$ cat src/swt_defs.vh
// Constants for the sleep wake-up timer and low duty cycle listen block
`ifndef SWT_DEFS_VH
`define SWT_DEFS_VH

// ---------------------------------------------------------------
// Register offsets
// ---------------------------------------------------------------
`define SWT_ADDR_EXP_FINE   7'h14
`define SWT_ADDR_MANT_HIGH  7'h15
`define SWT_ADDR_MANT_LOW   7'h16
`define SWT_ADDR_CNT_HIGH   7'h17
`define SWT_ADDR_CNT_LOW    7'h18

// ---------------------------------------------------------------
// Reset values and field positions
// ---------------------------------------------------------------
`define SWT_RST_EXP_FINE    8'h00
`define SWT_RST_MANT        8'h00
`define SWT_RST_BYTE        8'h00
`define SWT_EXP_MSB         5
`define SWT_EXP_LSB         2
`define SWT_FINE_MSB        1
`define SWT_FINE_LSB        0
`define SWT_EXP_FINE_MASK   8'h3F

// ---------------------------------------------------------------
// Timing constants, in slow oscillator ticks
// ---------------------------------------------------------------
// Wake period base factor is 32 ticks, i.e. a shift of 5
`define SWT_BASE_SHIFT      5'h05
// Extension unit is 2 x 32 ticks per (exponent - fine divider)
`define SWT_LDC_UNIT_SHIFT  6
// Receive window opened per wake period before giving up
`define SWT_LISTEN_TICKS    6'h20

// ---------------------------------------------------------------
// Widths
// ---------------------------------------------------------------
`define SWT_PRE_W           21
`define SWT_UNIT_W          11

// ---------------------------------------------------------------
// Chip states
// ---------------------------------------------------------------
`define SWT_ST_AWAKE        2'h0
`define SWT_ST_SLEEP        2'h1
`define SWT_ST_LISTEN       2'h2
`define SWT_ST_EXTEND       2'h3

`endif

$ cat src/swt_tick_div.v
// Slow-tick divider: pulses once every (limit + 1) ticks
module swt_tick_div #(
  parameter W = 8
) (
  // Clock and reset
  input  wire         clk,
  input  wire         rst,
  // Control
  input  wire         clr,
  input  wire         tick,
  input  wire [W-1:0] limit,
  // Result
  output wire         wrap
);

  reg [W-1:0] cnt_reg;
  reg [W-1:0] cnt_next;

  assign wrap = tick && !clr && (cnt_reg == limit);

  always @* begin
    cnt_next = cnt_reg;
    if (clr || wrap)
      cnt_next = {W{1'b0}};
    else if (tick)
      cnt_next = cnt_reg + {{(W-1){1'b0}}, 1'b1};
  end

  always @(posedge clk or posedge rst) begin
    if (rst)
      cnt_reg <= {W{1'b0}};
    else
      cnt_reg <= cnt_next;
  end

endmodule // swt_tick_div

$ cat src/swt_wake_timer.v
// Sleep wake-up timer with low duty cycle receive control
`include "swt_defs.vh"

module swt_wake_timer (
  // Clock and reset
  input  wire       CLK,
  input  wire       SYS_RST,
  // Register port
  input  wire [6:0] REG_ADDR,
  input  wire [7:0] REG_WDATA,
  input  wire       REG_WE,
  input  wire       REG_RE,
  output wire [7:0] REG_RDATA,
  // Slow oscillator ticks, one clock wide
  input  wire       RC_TICK,
  input  wire       XTAL32_TICK,
  // Mode control
  input  wire       SLEEP_CMD,
  input  wire       WAKE_CMD,
  input  wire       WT_RUN_EN,
  input  wire       WT_IRQ_EN,
  input  wire       WT_PIN_SEL,
  input  wire       EXT_CRYSTAL_SELECT,
  input  wire       LDC_EN,
  input  wire [7:0] LDC_DUR,
  input  wire       STATUS_READ,
  // Receiver detect
  input  wire       PREAMBLE_OK,
  input  wire       SYNC_OK,
  // Outputs
  output wire       IRQ_N_PIN,
  output wire       WT_EVENT_FLAG,
  output wire       WT_PIN,
  output wire       CHIP_AWAKE,
  output wire       XTAL30_EN,
  output wire       RX_ON,
  output wire       SLOW_CLK_EXT,
  output wire       GENERAL_IO_PIN_ZERO_XTAL
);

  // ---------------------------------------------------------------
  // Registers
  // ---------------------------------------------------------------
  reg  [7:0]  exp_fine_reg;
  reg  [7:0]  mant_high_reg;
  reg  [7:0]  mant_low_reg;
  reg  [7:0]  rdata_reg;

  reg  [15:0] cnt_reg;
  reg  [15:0] cnt_next;
  reg         run_reg;
  reg         run_next;
  reg  [1:0]  state_reg;
  reg  [1:0]  state_next;
  reg  [5:0]  listen_reg;
  reg  [5:0]  listen_next;
  reg         pre_seen_reg;
  reg         pre_seen_next;
  reg  [7:0]  units_reg;
  reg  [7:0]  units_next;
  reg         flag_reg;
  reg         flag_next;
  reg         irq_n_reg;
  reg         pin_reg;
  reg         awake_reg;
  reg         xtal30_reg;
  reg         rx_on_reg;
  reg         ext_sel_reg;

  wire [3:0]  exp_val;
  wire [1:0]  fine_val;
  wire [15:0] mant_val;
  wire [15:0] mant_last;
  wire [4:0]  pre_shift;
  wire [`SWT_PRE_W-1:0]  pre_limit;
  wire [3:0]  exp_minus_fine;
  wire [`SWT_UNIT_W-1:0] unit_limit;
  wire        tick;
  wire        pre_wrap;
  wire        unit_wrap;
  wire        expire;
  wire        detect;
  wire        in_rx;

  assign exp_val  = exp_fine_reg[`SWT_EXP_MSB:`SWT_EXP_LSB];
  assign fine_val = exp_fine_reg[`SWT_FINE_MSB:`SWT_FINE_LSB];
  assign mant_val = {mant_high_reg, mant_low_reg};

  // ---------------------------------------------------------------
  // Slow tick source
  // ---------------------------------------------------------------
  assign tick = ext_sel_reg ? XTAL32_TICK : RC_TICK;
  always @(posedge CLK or posedge SYS_RST) begin
    if (SYS_RST)
      ext_sel_reg <= 1'b0;
    else
      ext_sel_reg <= EXT_CRYSTAL_SELECT;
  end

  // ---------------------------------------------------------------
  // Period prescaler: 32 x 2^exp ticks, divided by 2^fine
  // ---------------------------------------------------------------
  // Fine divider takes resolution below the exponent step; a
  // fine value above exponent plus five clamps to one tick.
  assign pre_shift = (({1'b0, exp_val} + `SWT_BASE_SHIFT) > {3'h0, fine_val})
                   ? ({1'b0, exp_val} + `SWT_BASE_SHIFT - {3'h0, fine_val})
                   : 5'h00;
  assign pre_limit = ({{(`SWT_PRE_W-1){1'b0}}, 1'b1} << pre_shift)
                   - {{(`SWT_PRE_W-1){1'b0}}, 1'b1};

  swt_tick_div #(
    .W     (`SWT_PRE_W)
  ) u_pre (
    .clk   (CLK),
    .rst   (SYS_RST),
    .clr   (!run_reg),
    .tick  (tick),
    .limit (pre_limit),
    .wrap  (pre_wrap)
  );

  // ---------------------------------------------------------------
  // Wake counter
  // ---------------------------------------------------------------
  // A zero mantissa behaves as one so the timer never stalls.
  assign mant_last = (mant_val == 16'h0000) ? 16'h0000
                   : (mant_val - 16'h0001);
  assign expire = run_reg && pre_wrap && (cnt_reg == mant_last);

  always @* begin
    cnt_next = cnt_reg;
    if (!run_reg || expire)
      cnt_next = 16'h0000;
    else if (pre_wrap)
      cnt_next = cnt_reg + 16'h0001;
  end

  // ---------------------------------------------------------------
  // Extension unit divider: 2 x 32 x (exp - fine) ticks
  // ---------------------------------------------------------------
  assign exp_minus_fine = (exp_val > {2'h0, fine_val})
                        ? (exp_val - {2'h0, fine_val}) : 4'h0;
  assign unit_limit = (exp_minus_fine == 4'h0) ? {`SWT_UNIT_W{1'b0}}
                    : (({7'h00, exp_minus_fine} << `SWT_LDC_UNIT_SHIFT)
                      - {{(`SWT_UNIT_W-1){1'b0}}, 1'b1});

  swt_tick_div #(
    .W     (`SWT_UNIT_W)
  ) u_unit (
    .clk   (CLK),
    .rst   (SYS_RST),
    .clr   (state_reg != `SWT_ST_EXTEND),
    .tick  (tick),
    .limit (unit_limit),
    .wrap  (unit_wrap)
  );

  // ---------------------------------------------------------------
  // Chip state and listen control
  // ---------------------------------------------------------------
  assign detect = (pre_seen_reg || PREAMBLE_OK) && SYNC_OK;

  always @* begin
    state_next    = state_reg;
    run_next      = run_reg;
    listen_next   = listen_reg;
    pre_seen_next = pre_seen_reg;
    units_next    = units_reg;
    case (state_reg)
      `SWT_ST_AWAKE: begin
        run_next = 1'b0;
        if (SLEEP_CMD) begin
          state_next = `SWT_ST_SLEEP;
          run_next   = WT_RUN_EN;
        end
      end
      `SWT_ST_SLEEP: begin
        if (expire && WT_IRQ_EN) begin
          state_next = `SWT_ST_AWAKE;
          run_next   = 1'b0;
        end else if (expire && LDC_EN) begin
          state_next    = `SWT_ST_LISTEN;
          listen_next   = 6'h00;
          pre_seen_next = 1'b0;
        end
      end
      `SWT_ST_LISTEN: begin
        if (PREAMBLE_OK)
          pre_seen_next = 1'b1;
        if (detect) begin
          state_next = `SWT_ST_EXTEND;
          units_next = 8'h00;
        end else if (tick) begin
          if (listen_reg == `SWT_LISTEN_TICKS - 6'h01)
            state_next = `SWT_ST_SLEEP;
          else
            listen_next = listen_reg + 6'h01;
        end
      end
      `SWT_ST_EXTEND: begin
        if (units_reg >= LDC_DUR)
          state_next = `SWT_ST_SLEEP;
        else if (unit_wrap)
          units_next = units_reg + 8'h01;
      end
      default: begin
        state_next = `SWT_ST_AWAKE;
        run_next   = 1'b0;
      end
    endcase
    // An interrupt-enabled expiry during a listen window still wakes
    if (expire && WT_IRQ_EN && (state_reg != `SWT_ST_SLEEP)
        && (state_reg != `SWT_ST_AWAKE)) begin
      state_next = `SWT_ST_AWAKE;
      run_next   = 1'b0;
    end
    if (WAKE_CMD) begin
      state_next = `SWT_ST_AWAKE;
      run_next   = 1'b0;
    end
  end

  always @(posedge CLK or posedge SYS_RST) begin
    if (SYS_RST) begin
      state_reg    <= `SWT_ST_AWAKE;
      run_reg      <= 1'b0;
      cnt_reg      <= 16'h0000;
      listen_reg   <= 6'h00;
      pre_seen_reg <= 1'b0;
      units_reg    <= 8'h00;
    end else begin
      state_reg    <= state_next;
      run_reg      <= run_next;
      cnt_reg      <= cnt_next;
      listen_reg   <= listen_next;
      pre_seen_reg <= pre_seen_next;
      units_reg    <= units_next;
    end
  end

  // ---------------------------------------------------------------
  // Event flag, interrupt and pin function
  // ---------------------------------------------------------------
  // Set wins over the status-read clear in the same cycle.
  always @* begin
    flag_next = flag_reg;
    if (STATUS_READ)
      flag_next = 1'b0;
    if (expire && WT_IRQ_EN)
      flag_next = 1'b1;
  end

  assign in_rx = (state_next == `SWT_ST_LISTEN)
              || (state_next == `SWT_ST_EXTEND);

  always @(posedge CLK or posedge SYS_RST) begin
    if (SYS_RST) begin
      flag_reg   <= 1'b0;
      irq_n_reg  <= 1'b1;
      pin_reg    <= 1'b0;
      awake_reg  <= 1'b1;
      xtal30_reg <= 1'b1;
      rx_on_reg  <= 1'b0;
    end else begin
      flag_reg   <= flag_next;
      irq_n_reg  <= !flag_next;
      pin_reg    <= expire && WT_PIN_SEL;
      awake_reg  <= (state_next == `SWT_ST_AWAKE);
      xtal30_reg <= (state_next == `SWT_ST_AWAKE);
      rx_on_reg  <= in_rx;
    end
  end

  // ---------------------------------------------------------------
  // Register port
  // ---------------------------------------------------------------
  always @(posedge CLK or posedge SYS_RST) begin
    if (SYS_RST) begin
      exp_fine_reg  <= `SWT_RST_EXP_FINE;
      mant_high_reg <= `SWT_RST_MANT;
      mant_low_reg  <= `SWT_RST_MANT;
    end else if (REG_WE) begin
      case (REG_ADDR)
        `SWT_ADDR_EXP_FINE:  exp_fine_reg  <= REG_WDATA & `SWT_EXP_FINE_MASK;
        `SWT_ADDR_MANT_HIGH: mant_high_reg <= REG_WDATA;
        `SWT_ADDR_MANT_LOW:  mant_low_reg  <= REG_WDATA;
        default: ;
      endcase
    end
  end

  always @(posedge CLK or posedge SYS_RST) begin
    if (SYS_RST)
      rdata_reg <= `SWT_RST_BYTE;
    else if (REG_RE) begin
      case (REG_ADDR)
        `SWT_ADDR_EXP_FINE:  rdata_reg <= exp_fine_reg;
        `SWT_ADDR_MANT_HIGH: rdata_reg <= mant_high_reg;
        `SWT_ADDR_MANT_LOW:  rdata_reg <= mant_low_reg;
        `SWT_ADDR_CNT_HIGH:  rdata_reg <= cnt_reg[15:8];
        `SWT_ADDR_CNT_LOW:   rdata_reg <= cnt_reg[7:0];
        default:             rdata_reg <= `SWT_RST_BYTE;
      endcase
    end
  end

  // ---------------------------------------------------------------
  // Output drive
  // ---------------------------------------------------------------
  assign REG_RDATA                = rdata_reg;
  assign IRQ_N_PIN                = irq_n_reg;
  assign WT_EVENT_FLAG            = flag_reg;
  assign WT_PIN                   = pin_reg;
  assign CHIP_AWAKE               = awake_reg;
  assign XTAL30_EN                = xtal30_reg;
  assign RX_ON                    = rx_on_reg;
  assign SLOW_CLK_EXT             = ext_sel_reg;
  assign GENERAL_IO_PIN_ZERO_XTAL = ext_sel_reg;

endmodule // swt_wake_timer

$ cat config.mk
export PLATFORM = sky130hd
export DESIGN_NAME = swt_wake_timer
export DESIGN_NICKNAME = d
export VERILOG_FILES = /design/src/swt_tick_div.v /design/src/swt_wake_timer.v
export VERILOG_INCLUDE_DIRS = /design/src
export SDC_FILE = /design/constraint.sdc
export NUM_CORES = 1
export LEC_CHECK = 0
export BUFFER_PORTS_ARGS = -buffer_cell sky130_fd_sc_hd__buf_4
export CAP_MARGIN = 20
export CORE_MARGIN = 3
export CORE_UTILIZATION = 40
export DETAILED_ROUTE_END_ITERATION = 6
export GPL_ROUTABILITY_DRIVEN = 0
export SKIP_LAST_GASP = 1
export SYNTH_ARGS = -nofsm -noshare
export SYNTH_HDL_FRONTEND = slang
export SYNTH_HIERARCHICAL = 1
export SYNTH_SLANG_ARGS = --single-unit
$ cat constraint.sdc
create_clock -name CLK -period 6.2 [get_ports CLK]
set_clock_uncertainty 0.1 [all_clocks]
set_input_delay 0.31 -clock CLK [delete_from_list [all_inputs] [get_ports CLK]]
set_output_delay 0.31 -clock CLK [all_outputs]
set_load 0.02 [all_outputs]
==> metrics.txt, run 1 <==
outcome finished with violations; failing checks design-rule violations; Tcrit/Tclk final 94.1%; post-synth top area share 34.3%; Max clock buf depth 2; WP data arrival 5.99 ns; adder-cell share of the synthesized area 4.11%; Clock Pin Slew Worst Setup and Hold Paths 0.07 ns; Worst VDD drop 0.138 mV; initial antenna violation count 0; min cycle time layout 5.83 ns; Congestion Overflow GR 0; Max-Cap Viols 0; synthesized instance count 832; Hold WC Path Type input pin to register; First-pass DRT Iterations 7; crit end category register; largest net degree at the start of global routing 71; post-route ant nets 0; worst hold slack 0.0224 ns; measured slew at the worst slew-check pin 0.914 ns; Crit Path Max Fanout 14; simple-gate share of the synthesized area 23.7%; Power Density 226 nW/µm²; H-tree Lvls 3; Synth async-reset ratio 100%; routed len/inst 16.8 µm; switching share of power 33.0%; detailed placer's ending HPWL 13200 µm; Seq pwr share 37.8%; Compound-Gate Fraction of Synth Area 15.6%; Initial DRC Count 588; Critical Path Max Stage Delay 0.44 ns; Rows 48; Post-synth EDFFs 0; vias in the first global route 5858; CP Cell Sequence ha_1 -> ha_1 -> nand2b_1 -> and4_1 -> o32ai_2 -> xor2_1 -> a21o_1 -> o21ai_1 -> ha_1 -> buf_4 -> o21ai_0 -> or4_1 -> nand3_1 -> xor2_1 -> nor4_2 -> nand4_1 -> nor3_4 -> nand4_1 -> a31oi_1 -> o2111ai_1 -> nor4_2 -> nand4b_4 -> o31a_1 -> and2_1; delay-heaviest family, CP simple AND/OR/NAND/NOR gates; ys flop type dfrtp_1; Power Internal 0.00126 W; share of layout cells above drive strength 1 17.6%; max reg flops 21; boundary pin count 55; net count after synthesis 893; buffer and inverter count on the worst path 1; Critical Path RT 6.35 ns; register area share after synthesis 35.0%; Initial Util 41.5%; Final setup viols 0; Hold Vio Cnt, Final 0; vias per cell 5.78; worst-path cell with the longest stage delay dfrtp_1; max-slew violation count 0; mux cell area share after synthesis 4.51%; CP dominant cell by count ha_1; Synth area leaders dfrtp_1 34%, xnor2_1 5.9%, xor2_1 5.3%, nand2_1 4.4%, nor2_1 4.2%; Fmax 0.171 GHz; main combinational cell family by area after synthesis simple AND/OR/NAND/NOR gates; Yosys reg bits 102; die width 141 µm; Comb pwr share 27.8%; CTS Buf Count 9; Critical Path Source Type register; Tot Pwr 0.00188 W; via count 6362; drt total wl 18500 µm; port buffer count 54; Cell Area, Synth 7300 µm²; DRC viols 2; Clk network pwr share 34.4%; Core Box Area 17600 µm²; Root Buffer clkbuf_16; n_diodes 0; Mean Syn Cell Area 8.78 µm²; Clock Latency Late Sink 0.36 ns; NetSw 0.000622 W; # fillers 1706; first-pass GRT wire length 30200 µm; Slew Limit Headroom 39.1%; Nets 932; Ys Warns 6; DIE AREA 19900 µm²; Sink Count 102; Area Overhead vs Synth 14.3%; Die Ht 141 µm; CTS tree done; Distinct cells, synth 81; GRT Util Overall 18.5%; Critical Setup Path Class register to register; dominant cell type by area after synthesis dfrtp_1; XOR/XNOR Fraction of Synth Area 11.5%; leakage power 3.62 nW
through the flow:
step	std cells	setup WS [ns]	setup TNS, ns	instance area [µm²]	utilization [%]
finish	1101	0.366	0	8350	47.4
global route	1101	-0.0209	-0.0390	8350	47.4
CTS	1097	0.0153	0	8260	47.0
detailed placement	1079	-0.0370	-0.342	7900	44.9
global placement	1079	0.166	0	7900	44.9
floorplan	832	0.205	0	7300	-
placed cells by master (no fill, tap or decap), drive strengths merged, types with 5 or more instances in the layout:
cell type | Yosys | final
mux2i | 7 | 7
o21ai | 25 | 25
o31ai | 11 | 11
dfrtp | 100 | 100
o21a | 6 | 6
o211ai | 8 | 8
or4 | 10 | 10
nor3 | 16 | 16
nand4 | 24 | 24
or4b | 6 | 6
xnor2 | 49 | 49
xor2 | 44 | 44
ha | 20 | 20
nand2 | 85 | 85
nand3 | 23 | 23
inv | 49 | 52
a31oi | 6 | 6
mux2 | 23 | 23
a21o | 5 | 5
or3 | 9 | 9
clkbuf | 36 | 9
a211oi | 19 | 19
buf | 12 | 74
o31a | 5 | 5
and3 | 5 | 5
nand2b | 7 | 7
a21oi | 26 | 26
nor2 | 82 | 82
nor4 | 21 | 21
a22oi | 8 | 8
nor3b | 5 | 5
a221oi | 16 | 16
cell usage after synthesis, types with 15 or more instances:
cell type	instances
a21oi_1	25
xnor2_1	49
ha_1	20
nand4_1	21
mux2_2	23
nand2_1	85
xor2_1	44
dfrtp_1	100
a211oi_1	19
nor2_1	81
nor3_1	15
clkbuf_1	35
nor4_1	19
inv_1	49
nand3_1	23
o21ai_0	23
layer usage:
metal,share of wire (%),up-vias,global-route usage (%)
li1,-,3067,-
met1,49,3089,27.4
met2,44,187,27.8
met4,1.4,0,4.74
met5,0,-,0
met3,5.8,19,3.49
worst reg2reg max path: stages (launching register included):
cell	delay, ns
dfrtp_1	0.44
ha_1	0.34
ha_1	0.30
nand2b_1	0.08
and4_1	0.21
o32ai_2	0.31
xor2_1	0.13
a21o_1	0.22
o21ai_1	0.14
ha_1	0.23
buf_4	0.21
o21ai_0	0.18
or4_1	0.43
nand3_1	0.12
xor2_1	0.11
nor4_2	0.28
nand4_1	0.18
nor3_4	0.25
nand4_1	0.12
a31oi_1	0.15
o2111ai_1	0.14
nor4_2	0.32
nand4b_4	0.23
o31a_1	0.33
and2_1	0.17
power by group through the flow:
| stage | Sequential [W] | Combinational (W) | Clock, W |
|---|---|---|---|
| 2_1_floorplan | 0.000712 | 0.000380 | 0 |
| 3_3_place_gp | 0.000724 | 0.000501 | 0 |
| 3_5_place_dp | 0.000724 | 0.000500 | 0 |
| 4_1_cts | 0.000712 | 0.000504 | 0.000667 |
| 5_1_grt | 0.000716 | 0.000575 | 0.000692 |
| 6_report | 0.000713 | 0.000524 | 0.000648 |
final cells by class:
cell class	instances	area (µm²)	area share (%)
well taps	225	282	3.37
inverters	49	184	2.20
repair buffers	76	573	6.87
flip-flops and latches	102	2550	30.6
clock inverters	7	113	1.35
multi-input cells	633	4410	52.9
clock buffers	9	225	2.70
final timing paths:
check                                     start                end  slack, ns  depth (start not counted)
worst max-delay path            exp_fine_reg[2]              RX_ON       0.37                         24
worst min-delay path                   WAKE_CMD            run_reg       0.02                          2
worst max register to register  exp_fine_reg[2]              RX_ON       0.37                         24
worst min register to register    WT_EVENT_FLAG          IRQ_N_PIN       0.35                          1
max in group asynchronous               SYS_RST   mant_high_reg[0]       4.68                          4
min in group asynchronous               SYS_RST  u_unit/cnt_reg[6]       0.44                          3
timing repair:
action,in CTS,in global routing
resized for setup,1,12
gates cloned,0,0
buffers inserted,0,3
setup endpoints to repair,16,31
hold buffers,2,0
endpoints found under the hold margin,12,0
pin swaps,0,4
cells by family after synthesis:
kind of cell / count (synthesis)
buf+inv: 97
xor+xnor: 94
flops: 102
other cells: 1
mux: 30
fa+ha+maj: 23
compound gates: 161
simple gates: 324
No activity file was read; power rests on OpenSTA's default activity.
==> run 2, diff against run 1 <==
Settings changed: CORE_ASPECT_RATIO set to 0.8.
==> run 2 against run 1 <==
The run now ends clean; combinational power fell by 2%; critical endpoint is now state_reg[1]; first-iteration DRC count shrank 3.4%; sequential power barely moved; register-to-register slack worse by 0.04 ns; sequential share of layout area up 0.21 points; non-clock buffer count fell by 2; worst setup slack got worse by 0.044 ns; global-route usage grew 0.50 points; worst hold slack better by 0.055 ns; die area is essentially flat; critical path depth up 2; core utilization down 0.31 points.
==> metrics.txt, run 2 (synthesized netlist as in run 1, its figures left out) <==
Clk network pwr share 32.3% (-2.1 points); first-pass GRT wire length 30700 µm (+1.6%); Congestion Overflow GR 0 (unchanged); largest net degree at the start of global routing 53 (-25%); detailed placer's ending HPWL 13400 µm (+1.8%); worst setup path start exp_fine_reg[2]; Worst VDD drop 0.132 mV (-4.4%); WP data arrival 6.03 ns (+0.04 ns); Hold Vio Cnt, Final 0 (unchanged); DIE AREA 19900 µm² (about the same); R2R depth 26 (+8.3%); Min-Delay Path Depth 2 (unchanged); Critical Setup Path Class register to register; drt total wl 18600 µm (+0.52%); CTS Buf Count 9 (unchanged); initial antenna violation count 0 (unchanged); FF-to-FF setup slack 0.32 ns (-0.04 ns); post-route ant nets 0 (unchanged); Worst Hold Launch PREAMBLE_OK; CTS tree done; Initial Util 41.5% (about the same); Seq pwr share 39.4% (+1.6 points); H-tree Lvls 3 (unchanged); die width 157 µm (+11%); Initial DRC Count 568 (-3.4%); max reg flops 21 (unchanged); Placed Cells 1079 (unchanged); R2R Path Start exp_fine_reg[2]; Rows 43 (-10%); Clock Latency Late Sink 0.36 ns (about the same); Slew Limit Headroom 30.1% (-9.0 points); Tot Pwr 0.00181 W (-3.9%); NetSw 0.000628 W (+0.90%); share of layout cells above drive strength 1 17.0% (-0.53 points); n_diodes 0 (unchanged); Tcrit/Tclk final 94.8% (+0.71 points); DRC viols 0 (-2); Max clock buf depth 2 (unchanged); Comb pwr share 28.3% (+0.5 points); Nets 930 (-0.21%); max-slew violation count 0 (unchanged); Clock Pin Slew Worst Setup and Hold Paths 0.07 ns (about the same); Max-Cap Viols 0 (unchanged); vias in the first global route 5835 (-0.39%); boundary pin count 55 (unchanged); measured slew at the worst slew-check pin 1.05 ns (+0.132 ns); most common cell after layout, fill and taps aside dfrtp_1; port buffer count 54 (unchanged); GRT Util Overall 19.0% (+0.50 points); Core Box Area 17600 µm² (about the same); Die Ht 127 µm (-10%); Final setup viols 0 (unchanged); commonest cells after routing, fill and taps aside 100 x dfrtp_1, 85 x nand2_1, 79 x nor2_1; Fmax 0.170 GHz (-0.74%); leakage power 3.57 nW (-1.4%); vias per cell 5.72 (-1.0%); outcome finished, final reports clean; Sink Count 102 (unchanged); First-pass DRT Iterations 5 (-2); Critical Path Source Type register; min cycle time layout 5.88 ns (+0.0437 ns); Hold WC Path Type input pin to register; routed len/inst 16.9 µm (+0.71%); Critical Path RT 6.35 ns (about the same); Power Density 218 nW/µm² (-3.3%); switching share of power 34.7% (+1.7 points); Power Internal 0.00118 W (-6.3%); Crit Path Max Fanout 14 (unchanged); Area Overhead vs Synth 13.5%; # fillers 1660 (-2.7%); final cell count without fillers 1099 (-0.18%); via count 6285 (-1.2%); crit end category register; Root Buffer clkbuf_16
==> run 2: cell types whose count changed in the layout (fill, tap and decap cells not counted), sizes merged <==
cell / change
dlygate4sd3: +1
inv: -1
clkinv: +2
clkinvlp: +1
buf: -3
bufinv: -2
==> run 2: power groups by stage <==
stage / Clock, W / Combinational [W] / Sequential [W]
CTS: 0.000600 / 0.000499 / 0.000712
finish: 0.000585 / 0.000513 / 0.000713
global route: 0.000627 / 0.000569 / 0.000716
floorplan: 0 / 0.000380 / 0.000712
global placement: 0 / 0.000498 / 0.000725
detailed placement: 0 / 0.000494 / 0.000725
==> run 2: cell type report <==
type                    count  area [µm²]  share of cell area, %
inverters                  49         184                   2.22
well taps                 225         282                   3.40
clock inverters             7        77.6                  0.936
multi-input cells         633        4400                   53.1
flip-flops and latches    102        2550                   30.8
repair buffers             74         563                   6.79
clock buffers               9         225                   2.72
==> run 2: final timing paths <==
kind / to
min: pre_seen_reg
max in group asynchronous: mant_low_reg[1]
min in group asynchronous: units_reg[2]
max: state_reg[1]
max reg2reg: state_reg[1]
min reg2reg: IRQ_N_PIN
==> run 2: stage by stage <==
| step | setup TNS [ns] | worst slack [ns] | instance area, µm² | utilization [%] | hold slack, ns |
|---|---|---|---|---|---|
| floorplan | 0 | 0.205 | 7300 | - | 0.0624 |
| global placement | 0 | 0.242 | 7900 | 44.9 | 0.265 |
| detailed placement | 0 | 0.0618 | 7900 | 44.9 | 0.264 |
| CTS | 0 | 0.0189 | 8240 | 46.8 | 0.0659 |
| global route | -1.34 | -0.123 | 8290 | 47.1 | 0.0745 |
| finish | 0 | 0.323 | 8290 | 47.1 | 0.0777 |
==> run 2: what timing repair did <==
action,4_1_cts,5_1_grt
setup buffers,0,1
hold buffers,3,0
hold endpoints to repair,30,0
gates resized for setup,0,8
setup endpoints to repair,0,31
==> run 2: worst max-delay path, stage by stage (launching register included) <==
cell and delay [ns]:
dfrtp_1 0.44, ha_1 0.33, ha_1 0.30, nand2b_1 0.09, and4_1 0.23, o32ai_2 0.34
xor2_1 0.22, a21o_1 0.18, o21ai_0 0.15, ha_1 0.24, buf_4 0.19, inv_1 0.12
nand2_1 0.12, nor3_1 0.16, a21oi_1 0.05, o21ai_0 0.20, xor2_1 0.11, nor4_1 0.32
nand4_1 0.17, nor3_2 0.24, nand4_1 0.12, a31oi_1 0.16, o2111ai_1 0.14, nor4_2 0.29
nand4b_4 0.24, o31a_1 0.33, and2_1 0.17
==> run 2: metal layers <==
layer / up-vias / track usage [%] / part of all wire (%)
met5: - / 0 / 0
met2: 194 / 26.0 / 41
met4: 0 / 5.31 / 1.5
li1: 3073 / - / -
met3: 24 / 3.48 / 6.2
met1: 2994 / 30.2 / 52
==> run 3, diff against run 2 <==
Settings changed: CORE_MARGIN 3 to 1.5.
==> run 3 against run 2 <==
Final cell count barely moved; critical path depth fell by 1; final area fell by 0.29%; core utilization fell by 0.14 points; via count fell by 0.76%; worst hold slack improved by 0.0082 ns; sequential cell count did not move; critical endpoint is now RX_ON; largest cell class unchanged.
==> metrics.txt, run 3 (synthesized netlist as in run 1, its figures left out) <==
Rows 43 (unchanged); drt total wl 18000 µm (-3.3%); NetSw 0.000598 W (-4.7%); via count 6237 (-0.76%); switching share of power 33.3% (-1.4 points); commonest cells after routing, fill and taps aside 100 x dfrtp_1, 85 x nand2_1, 81 x nor2_1; worst hold slack 0.0859 ns (+0.00822 ns); placed cell areas 7900 µm² (unchanged); # fillers 1689 (+1.7%); Multi-input gate area 4380 µm² (-0.51%); Clock Pin Slew Worst Setup and Hold Paths 0.07 ns (about the same); measured slew at the worst slew-check pin 1.02 ns (-0.0235 ns); Critical Path RT 6.35 ns (about the same); Max clock buf depth 2 (unchanged); vias in the first global route 5681 (-2.6%); most common cell after layout, fill and taps aside dfrtp_1; Hold Vio Cnt, Final 0 (unchanged); Seq pwr share 39.7% (+0.3 points); Die Ht 124 µm (-2.4%); Fmax 0.174 GHz (+2.3%); Core Box Area 17600 µm² (unchanged); max reg flops 21 (unchanged); Sink Count 102 (unchanged); GRT Util Overall 19.9% (+0.87 points); vias per cell 5.67 (-0.85%); WP data arrival 5.90 ns (-0.13 ns); initial antenna violation count 0 (unchanged); crit end category register; Fin Setup TNS 0 ns (unchanged); Critical Setup Path Class register to register; outcome finished, final reports clean; Nets 931 (+0.11%); Root Buffer clkbuf_16; Max-Cap Viols 0 (unchanged); Initial Util 41.5% (unchanged); CTS tree done; Power Internal 0.00120 W (+1.3%); max-slew violation count 0 (unchanged); Clock Latency Late Sink 0.36 ns (about the same); Critical Path Source Type register; Initial DRC Count 468 (-18%); Final Cell Area 8270 µm² (-0.29%); share of layout cells above drive strength 1 16.6% (-0.48 points); Power Density 217 nW/µm² (-0.53%); Comb pwr share 28.7% (+0.4 points); Slew Limit Headroom 31.8% (+1.6 points); min cycle time layout 5.75 ns (-0.129 ns); leakage power 3.57 nW (-0.14%); port buffer count 54 (unchanged); DIE AREA 19100 µm² (-4.2%); largest net degree at the start of global routing 48 (-9.4%); First-pass DRT Iterations 5 (unchanged); unrepaired setup endpoints after global routing false; first-pass GRT wire length 30100 µm (-1.8%); boundary pin count 55 (unchanged); fin util 47.0% (-0.14 points); Crit Path Max Fanout 11 (-3); routed len/inst 16.4 µm (-3.4%); Tcrit/Tclk final 92.7% (-2.1 points); die width 154 µm (-1.9%); CTS Buf Count 9 (unchanged); detailed placer's ending HPWL 13200 µm (-2.1%); Final setup viols 0 (unchanged); Clk network pwr share 31.6% (-0.7 points); DRC viols 0 (unchanged); Congestion Overflow GR 0 (unchanged); Worst VDD drop 0.121 mV (-8.7%); FF+latch area 2550 µm² (unchanged); Hold WC Path Type input pin to register; n_diodes 0 (unchanged); H-tree Lvls 3 (unchanged); Area Overhead vs Synth 13.2%; post-route ant nets 0 (unchanged)
==> run 3: cell count changes in the layout (fill, tap and decap cells not counted), moves of 2 or more <==
cell / before / now
clkbuf_8: 0 / 2
nor2_2: 3 / 1
xnor2_2: 2 / 0
nor2_1: 79 / 81
xnor2_1: 47 / 49
clkinv_8: 2 / 0
==> run 3: path summary, 6_finish.rpt <==
check	startpoint	end	slack, ns	cells past startpoint
worst max-delay path	exp_fine_reg[2]	RX_ON	0.45	25
worst min-delay path	PREAMBLE_OK	pre_seen_reg	0.09	2
worst max register to register	exp_fine_reg[2]	RX_ON	0.45	25
worst min register to register	WT_EVENT_FLAG	IRQ_N_PIN	0.34	1
max in group asynchronous	SYS_RST	exp_fine_reg[0]	4.53	4
min in group asynchronous	SYS_RST	u_unit/cnt_reg[1]	0.45	3
==> run 3: critical path, stage by stage, from the launching register on <==
cell and delay, ns:
dfrtp_1 0.44, ha_1 0.34, ha_1 0.31, nand2b_1 0.08, and4_1 0.21, o32ai_2 0.31
xor2_1 0.14, a21o_1 0.21, o21ai_1 0.14, ha_2 0.27, buf_4 0.18, o21ai_0 0.16
or4_1 0.43, nand3_1 0.11, xor2_1 0.09, nor4_1 0.29, nand4_1 0.14, nor3_2 0.27
nand4_1 0.13, a31oi_1 0.16, o2111ai_1 0.14, nor4_2 0.17, buf_4 0.17, nand4b_4 0.16
o31a_1 0.32, and2_1 0.17
==> run 3: what timing repair did <==
action | in CTS | in global routing
setup buffers | 0 | 1
hold buffers | 3 | 0
pin swaps | 0 | 1
hold endpoints to repair | 34 | 0
endpoints found under the setup margin | 2 | 30
resized for setup | 1 | 4
==> run 3: per-stage QoR <==
step	std cells	total power, W	setup WS [ns]
2_1_floorplan	832	0.00109	0.205
3_3_place_gp	1079	0.00123	0.162
3_5_place_dp	1079	0.00122	-0.0320
4_1_cts	1098	0.00180	0.0867
5_1_grt	1100	0.00190	0.0464
6_report	1100	0.00180	0.452
==> run 3: area by class of cell <==
type	instances	share of cell area, %
timing repair buffer	75	6.90
inverter	49	2.23
multi-input combinational	633	53.0
sequential	102	30.9
tap	225	3.41
clock buffer	12	3.10
clock inverter	4	0.454
==> run 3: metal layers <==
| layer | GRT usage, % | part of all wire, % | vias up |
|---|---|---|---|
| met5 | 0 | 0 | - |
| met4 | 5.10 | 1.3 | 0 |
| met3 | 3.31 | 5.8 | 16 |
| met2 | 28.8 | 41 | 200 |
| met1 | 30.4 | 52 | 2942 |
| li1 | - | - | 3079 |
==> run 3: power by group through the flow <==
stage / clock network [W] / logic (W) / registers [W]
after floorplan: 0 / 0.000380 / 0.000712
after global placement: 0 / 0.000502 / 0.000725
after detailed placement: 0 / 0.000496 / 0.000725
after CTS: 0.000586 / 0.000502 / 0.000712
after global routing: 0.000614 / 0.000568 / 0.000716
final: 0.000568 / 0.000515 / 0.000713
